==> src/logic/fcg_defines.svh <==
// constants for the flash control register access gate
// assumes an 8-bit cpu bus with 17-bit byte addresses
`ifndef FCG_DEFINES_SVH
`define FCG_DEFINES_SVH
`define FCG_ADDR_FLASH_CONTROL 17'h0FF80
`define FCG_ADDR_ERASE_ONE 17'h0FF82
`define FCG_ADDR_ERASE_TWO 17'h0FF83
`define FCG_ADDR_UNIMPL_LO 17'h0F780
`define FCG_ADDR_UNIMPL_HI 17'h1FFFF
`define FCG_RST_FLASH_CONTROL 8'h80
`define FCG_RST_ERASE 8'h00
`define FCG_ALL_ONES 8'hFF
`define FCG_HV_BIT 7
`endif

==> src/logic/fcg_pkg.sv <==
// types for the flash control register access gate
// used with fcg_defines.svh
package fcg_pkg;
  typedef enum logic [1:0] {
    FCG_MODE_EXP_NOROM = 2'b01,
    FCG_MODE_EXP_ROM = 2'b10,
    FCG_MODE_SINGLE = 2'b11,
    FCG_MODE_WRITER = 2'b00
  } fcg_mode_t;
  typedef enum logic [1:0] {
    FCG_ROUTE_NONE = 2'b00,
    FCG_ROUTE_REG = 2'b01,
    FCG_ROUTE_ONES = 2'b10,
    FCG_ROUTE_EXT = 2'b11
  } fcg_route_t;
  typedef struct packed {
    logic req;
    logic wr;
    logic [16:0] addr;
    logic [7:0] wdata;
  } fcg_bus_req_t;
endpackage

==> src/logic/fcg_gate.sv <==
// flash control register decode and access gate
// cpu bus is single-cycle on i_clock; hv and standby arrive from pins
`timescale 1ns/100ps
`include "fcg_defines.svh"
//
// Function
// - writer mode reads all ones from unimplemented range up to top.
// - high-voltage flag follows the pin threshold comparator output.
// - with flag set in rom-enabled expanded or single-chip mode, control and erase registers accept writes.
// - three registers decoded at fixed addresses, only with high voltage.
// - rom-disabled expanded mode: reserved all ones, else external space.
// - rom-enabled expanded mode: registers with hv, else external cycles.
// - single chip: control resets 0x80 with hv, else fixed all ones.
// - standby pin low forces hardware standby in every mode.
module fcg_gate (
  input wire logic i_clock,
  input wire logic i_rst_n,
  input wire logic i_ce,
  input wire logic i_hv_detect,
  input wire logic i_standby_pin_n,
  input wire fcg_pkg::fcg_mode_t i_mode,
  input wire fcg_pkg::fcg_bus_req_t i_bus,
  output logic [7:0] o_rdata,
  output logic o_ext_access,
  output logic o_hit,
  output logic o_hv_flag,
  output logic o_standby,
  output logic [7:0] o_flash_control,
  output logic [7:0] o_erase_block_select_one,
  output logic [7:0] o_erase_block_select_two
);
  logic hv_meta_q, hv_q, sb_meta_q, sb_q;
  logic hv_meta_d, hv_d, sb_meta_d, sb_d;
  logic [7:0] fc_q, fc_d, e1_q, e1_d, e2_q, e2_d, rd_q, rd_d;
  logic is_reg, is_unimpl;
  fcg_pkg::fcg_route_t route;

  // two flops on each pin; the first is read by nothing else
  always_comb begin
    hv_meta_d = i_hv_detect;
    hv_d = hv_meta_q;
    sb_meta_d = i_standby_pin_n;
    sb_d = sb_meta_q;
  end

  always_ff @(posedge i_clock or negedge i_rst_n) begin
    if (!i_rst_n) begin
      hv_meta_q <= 1'b0;
      hv_q <= 1'b0;
      sb_meta_q <= 1'b1;
      sb_q <= 1'b1;
    end else if (i_ce) begin
      hv_meta_q <= hv_meta_d;
      hv_q <= hv_d;
      sb_meta_q <= sb_meta_d;
      sb_q <= sb_d;
    end
  end

  assign is_reg = i_bus.addr == `FCG_ADDR_FLASH_CONTROL ||
                  i_bus.addr == `FCG_ADDR_ERASE_ONE ||
                  i_bus.addr == `FCG_ADDR_ERASE_TWO;
  assign is_unimpl = i_bus.addr >= `FCG_ADDR_UNIMPL_LO &&
                     i_bus.addr <= `FCG_ADDR_UNIMPL_HI;

  // route decision per mode and synchronised hv
  always_comb begin
    route = fcg_pkg::FCG_ROUTE_NONE;
    if (i_bus.req && sb_q) begin
      case (i_mode)
        fcg_pkg::FCG_MODE_EXP_NOROM: begin
          if (is_reg) begin
            route = hv_q ? fcg_pkg::FCG_ROUTE_ONES
                         : fcg_pkg::FCG_ROUTE_EXT;
          end
        end
        fcg_pkg::FCG_MODE_EXP_ROM: begin
          if (is_reg) begin
            route = hv_q ? fcg_pkg::FCG_ROUTE_REG
                         : fcg_pkg::FCG_ROUTE_EXT;
          end
        end
        fcg_pkg::FCG_MODE_SINGLE: begin
          if (is_reg) begin
            route = hv_q ? fcg_pkg::FCG_ROUTE_REG
                         : fcg_pkg::FCG_ROUTE_ONES;
          end
        end
        fcg_pkg::FCG_MODE_WRITER: begin
          // register window lies inside the unimplemented range
          if (is_unimpl) begin
            route = fcg_pkg::FCG_ROUTE_ONES;
          end
        end
        default: route = fcg_pkg::FCG_ROUTE_NONE;
      endcase
    end
  end

  // register writes and read data
  always_comb begin
    fc_d = fc_q;
    e1_d = e1_q;
    e2_d = e2_q;
    rd_d = rd_q;
    if (!sb_q) begin
      // standby resets the control state like a chip reset
      fc_d = `FCG_RST_FLASH_CONTROL;
      e1_d = `FCG_RST_ERASE;
      e2_d = `FCG_RST_ERASE;
    end else if (route == fcg_pkg::FCG_ROUTE_REG) begin
      if (i_bus.wr) begin
        // hv bit itself is hardware status, not writable
        case (i_bus.addr)
          `FCG_ADDR_FLASH_CONTROL: fc_d = {1'b1, i_bus.wdata[6:0]};
          `FCG_ADDR_ERASE_ONE: e1_d = i_bus.wdata;
          `FCG_ADDR_ERASE_TWO: e2_d = i_bus.wdata;
          default: fc_d = fc_q;
        endcase
      end else begin
        case (i_bus.addr)
          `FCG_ADDR_FLASH_CONTROL: rd_d = fc_q;
          `FCG_ADDR_ERASE_ONE: rd_d = e1_q;
          `FCG_ADDR_ERASE_TWO: rd_d = e2_q;
          default: rd_d = `FCG_ALL_ONES;
        endcase
      end
    end else if (route == fcg_pkg::FCG_ROUTE_ONES && !i_bus.wr) begin
      rd_d = `FCG_ALL_ONES;
    end
  end

  always_ff @(posedge i_clock or negedge i_rst_n) begin
    if (!i_rst_n) begin
      fc_q <= `FCG_RST_FLASH_CONTROL;
      e1_q <= `FCG_RST_ERASE;
      e2_q <= `FCG_RST_ERASE;
      rd_q <= `FCG_ALL_ONES;
    end else if (i_ce) begin
      fc_q <= fc_d;
      e1_q <= e1_d;
      e2_q <= e2_d;
      rd_q <= rd_d;
    end
  end

  assign o_rdata = rd_q;
  assign o_ext_access = route == fcg_pkg::FCG_ROUTE_EXT;
  assign o_hit = route == fcg_pkg::FCG_ROUTE_REG ||
                 route == fcg_pkg::FCG_ROUTE_ONES;
  assign o_hv_flag = hv_q;
  assign o_standby = !sb_q;
  assign o_flash_control = fc_q;
  assign o_erase_block_select_one = e1_q;
  assign o_erase_block_select_two = e2_q;
endmodule

==> config.mk <==
export PLATFORM = sky130hd
export DESIGN_NAME = fcg_gate
export DESIGN_NICKNAME = d
export VERILOG_FILES = /design/src/logic/fcg_pkg.sv /design/src/logic/fcg_gate.sv
export VERILOG_INCLUDE_DIRS = /design/src /design/src/logic
export SDC_FILE = /design/constraint.sdc
export NUM_CORES = 1
export LEC_CHECK = 0
export BUFFER_PORTS_ARGS = -buffer_cell sky130_fd_sc_hd__buf_4
export CORE_MARGIN = 2
export CORE_UTILIZATION = 43
export CTS_CLUSTER_DIAMETER = 120
export DETAILED_ROUTE_END_ITERATION = 8
export HOLD_SLACK_MARGIN = 0.15
export MAX_ROUTING_LAYER = met4
export PLACE_DENSITY = 0.73
export SKIP_CTS_REPAIR_TIMING = 1
export SLEW_MARGIN = 40
export SYNTH_ARGS = -nofsm -noshare
export SYNTH_HDL_FRONTEND = slang
export SYNTH_SLANG_ARGS = --single-unit
export TNS_END_PERCENT = 1
==> constraint.sdc <==
create_clock -name i_clock -period 3.1 [get_ports i_clock]
set_input_delay 0.31 -clock i_clock [delete_from_list [all_inputs] [get_ports i_clock]]
set_output_delay 0.31 -clock i_clock [all_outputs]
set_load 0.01 [all_outputs]
[Yosys cells after proc, flatten, opt, wreduce, memory -nomap -nowiden]
Index checks and enable logic that the tools add are counted.
Storage, ports and cells
  bits in registers: 36
  output and inout port bits: 36
  logic and storage cells: 64
Cells by class
  $lt $le $gt $ge: 2
  equality and inequality tests: 15
  mux-type cells: 25
  reductions and logical operators: 14
Operators by type and width (number)
  2-to-1 mux 8 bit: 15
  equality test 17 x 16 -> 1 bit (second input constant): 3
  case mux 8 bit (3 select lines): 1
  greater-or-equal comparator 17 x 16 -> 1 bit (second input constant): 1
  <= comparator 17 bit (second input constant): 1
  AND reduction 4 bit: 4
  2-to-1 mux 2 bit: 7
  equality test 2 bit (second input constant): 4
  inequality test 2 x 1 -> 1 bit (second input constant): 4
  case mux 2 bit (4 select lines): 1
  equality test 2 x 1 -> 1 bit (second input constant): 2
  inequality test 2 bit (second input constant): 2
  logical AND 1 bit: 3
  logical OR 1 bit: 3
  zero test 1 bit: 2
  zero test 2 bit: 1
  nonzero test 2 bit: 1
  2-to-1 mux 1 bit: 1

[Depth between registers and ports, before layout]
  depth in word-level cells: 10
  depth in mapped cells: 10

[Worst setup path before layout]
No wires, ideal clock.
  path kind: input to register
  start: input port i_bus[10] (netlist bit)
  end: register fc_q[1] (netlist: o_flash_control[1])
  library setup time: 0.126 ns
  arrival time: 2.816 ns
  required time: 2.974 ns
  path slack: 0.158 ns
  stages: 10
  buffers on the path: 1
  cells stage by stage: or4b_4 > nor4_4 > nand2_1 > nor3_1 > ha_1 > a21boi_0 > nand2b_1 > clkbuf_1 > and2_1 > a311o_1
On the way
  word-level cells in the longest chain between the ends: 9
RTL lines
  from (decl): line fcg_gate.sv:22  | input wire fcg_pkg::fcg_bus_req_t i_bus,
  parallel branches: the longest is 8 deep, another holds greater-or-equal comparator 17 x 16 -> 1 bit
  AND reduction 4 bit (no source line) *
  to (signal assigned): line fcg_gate.sv:135  | fc_q <= `FCG_RST_FLASH_CONTROL;
  to (decl): line fcg_gate.sv:34  | logic [7:0] fc_q, fc_d, e1_q, e1_d, e2_q, e2_d, rd_q, rd_d;
Mark *: on every way between the ends.
A chain may end at the register's enable or synchronous reset.

[Final worst setup path]
Ends and elaborated chain as after synthesis.

==> results.json <==
{
  "status": "finished, final reports clean",
  "finalHoldViolCount": 0,
  "synth.cell_area_um2": 2150,
  "viasPerCell": 5.50,
  "grtUsageTotal": 0.231,
  "remaining_drc_errors": 0,
  "worstRegToRegCells": 8,
  "die_area_um2": 5590,
  "gp_congestion": 0.790,
  "vias": 1984,
  "cts_made_buffers": 5,
  "wirelength_um": 5760,
  "antennaDiodeCount": 0,
  "setup_viol": 0,
  "clock_latency_ns": 0.29,
  "yosys.area.top_type_share": 0.291,
  "async_reset_ff_frac": 1.00,
  "syn_to_final_growth_pct": 29.4,
  "fin_ws_ns": 0.292,
  "fmax_ghz": 0.356,
  "die_x_um": 74.7,
  "htreeDepth": 2,
  "regToRegSetupSlack_ns": 0.79,
  "nets": 330,
  "powerDensity_nw_per_um2": 674,
  "cp-start-kind": "primary input",
  "crit_fanout": 23,
  "tns_ns": 0,
  "hp-start": "i_ce",
  "grt_pass1_vias": 1926,
  "synth_area_leaders": "dfrtp_1 29%, dfstp_2 12%, a311o_1 7.4%",
  "die-height_um": 74.7,
  "r2r_end": "o_erase_block_select_two[2]$_DFFE_PN0P_",
  "ant_nets": 0,
  "worst_hold_path.num_cells": 2,
  "synth_cell_type_count": 38,
  "place_area_um2": 2690,
  "timing.rr.start": "o_hv_flag$_DFFE_PN0P_",
  "dp.final_hpwl_um": 3940,
  "yosys.area.top_type": "dfrtp_1",
  "postLayoutCellArea_um2": 2790,
  "worst_ep_required_time_ns": 3.28,
  "ys_ff_latch": 35,
  "overflow": 0,
  "cts_tree": "built",
  "grt_first_pass_wirelength_um": 9430,
  "fin_skew_ns": 0.00167,
  "ir_drop_mv": 0.361,
  "cp.arrival_ns": 2.98,
  "start_util": 0.450,
  "drive_gt1_frac": 0.367,
  "slew_violations": 0,
  "synth_flop_cell": "dfrtp_1",
  "hp-class": "in2reg",
  "cts_root_buf": "clkbuf_8",
  "rsz0062_at_grt": "no",
  "drv_cap": 0,
  "core_region_area_um2": 4790,
  "pre_cts_ws_ns": -0.0903,
  "hold-worst-slack_ns": 0.237,
  "max_slew_margin": 0.613,
  "antenna_found_initial": 0,
  "post-route-period-util": 0.906,
  "p_total_mw": 1.88,
  "syn_nets": 267,
  "io_buffers": 68,
  "io_pins": 70,
  "cts_sinks": 35,
  "syn_inst": 230,
  "yosys_warnings": 0,
  "path_class": "in2reg",
  "rows": 25,
  "holdPathEnd": "sb_q$_DFFE_PN1P_",
  "cellLeakagePower_nw": 1.30,
  "drt_iter0_markers": 175,
  "grt_max_degree": 44,
  "worst_pin_slew_ns": 0.579,
  "ys_seq_area_frac": 0.413,
  "synth_edf_count": 0,
  "syn_avg_cell_area_um2": 9.36,
  "clock_path_buffers": 2,
  "min_period_ns": 2.81,
  "clkSlewWorstSetupHoldPaths_ns": 0.07,
  "wl_per_cell_um": 16.0,
  "crit_path_end_kind": "flip-flop",
  "drtPass1Iterations": 4
}
==> layout make-up <==
cell class / instances / area, um^2
well taps: 67 / 83.8
multi-input cells: 173 / 1160
clock inverters: 3 / 15.0
flip-flops and latches: 35 / 888
inverters: 4 / 15.0
fillers: 448 / 2000
repair buffers: 74 / 558
clock buffers: 5 / 68.8
==> flip-flops by register name (all words and copies together), names as in the netlist <==
| register | cells |
|---|---|
| o_rdata | 8 |
| o_flash_control | 7 |
| sb_d | 1 |
| o_erase_block_select_two | 8 |
| o_erase_block_select_one | 8 |
| hv_d | 1 |
| o_hv_flag | 1 |
| sb_q | 1 |
==> layer usage <==
layer  track usage  up-vias  share of wire
met5             -        -              0
met4        0.0595        0         0.0099
met3        0.0602        7          0.066
met2         0.364       70           0.49
met1         0.298      943           0.44
li1              -      964              -
==> power by group <==
group	switching, mW	total [mW]	internal, mW	leakage, nW
registers	0.162	0.786	0.624	0.418
clock network	0.169	0.323	0.154	0.0477
logic	0.321	0.768	0.447	0.832
total	0.652	1.88	1.22	1.30
==> critical path: stages <==
cell      delay [ns]
buf_4           0.11
or4b_4          0.55
nor4_4          0.35
nand2_1         0.12
nor3_1          0.31
ha_1            0.24
a21boi_0        0.14
nand2b_1        0.17
buf_4           0.20
and2_1          0.17
a311o_1         0.32
==> stage by stage <==
stage / std cells / util
final: 361 / 0.582
after global routing: 361 / 0.582
after CTS: 360 / 0.579
after detailed placement: 352 / 0.561
after global placement: 352 / 0.561
after floorplan: 230 / -
==> layout by cell type (no fill, tap or decap), types with 2 or more instances in the layout <==
master | Yosys | routed
buf_4 | 2 | 73
nand2_1 | 35 | 35
a21oi_1 | 30 | 30
dfrtp_1 | 25 | 25
and2_1 | 19 | 19
a311o_1 | 16 | 16
nor2_1 | 13 | 13
mux2_2 | 10 | 10
dfstp_2 | 10 | 10
a221o_1 | 7 | 7
a22o_1 | 7 | 7
and3_1 | 6 | 6
clkbuf_8 | 0 | 5
inv_1 | 4 | 4
nand4_1 | 3 | 3
ha_1 | 3 | 3
clkinv_2 | 0 | 3
nand2b_1 | 2 | 2
or3_1 | 2 | 2
nor2b_2 | 0 | 2
==> worst max path at each step <==
stage                                                          to  slack (ns)       from  cells past startpoint
after floorplan                    o_flash_control[1]$_DFFE_PN0P_        0.16  i_bus[10]                     10
after global placement    o_erase_block_select_two[7]$_DFFE_PN0P_       -0.02  i_bus[10]                     10
after detailed placement  o_erase_block_select_two[2]$_DFFE_PN0P_       -0.09  i_bus[10]                     10
after CTS                 o_erase_block_select_two[2]$_DFFE_PN0P_        0.22  i_bus[10]                     10
after global routing      o_erase_block_select_two[7]$_DFFE_PN0P_        0.08  i_bus[10]                     10
final                              o_flash_control[1]$_DFFE_PN0P_        0.29  i_bus[10]                     11
==> kinds of logic after synthesis <==
kind of cell             share of synthesized area
flip-flops                                   0.413
AND/OR/NAND/NOR                              0.227
adder cells (fa/ha/maj)                     0.0174
multiplexers                                0.0570
AO/OA/AOI/OAI                                0.227
buffers and inverters                       0.0523
other                                      0.00174
XOR/XNOR                                   0.00407
==> synthesized netlist by cell type, types with 2 or more instances <==
library cell	count
a21oi_1	30
a221o_1	7
a22o_1	7
a311o_1	16
and2_1	19
and3_1	6
buf_4	2
buf_6	3
clkbuf_1	12
dfrtp_1	25
dfstp_2	10
ha_1	3
inv_1	4
mux2_2	10
nand2_1	35
nand2b_1	2
nand4_1	3
nor2_1	13
nor2b_1	3
or3_1	2
No activity file was read; power rests on OpenSTA's default activity.
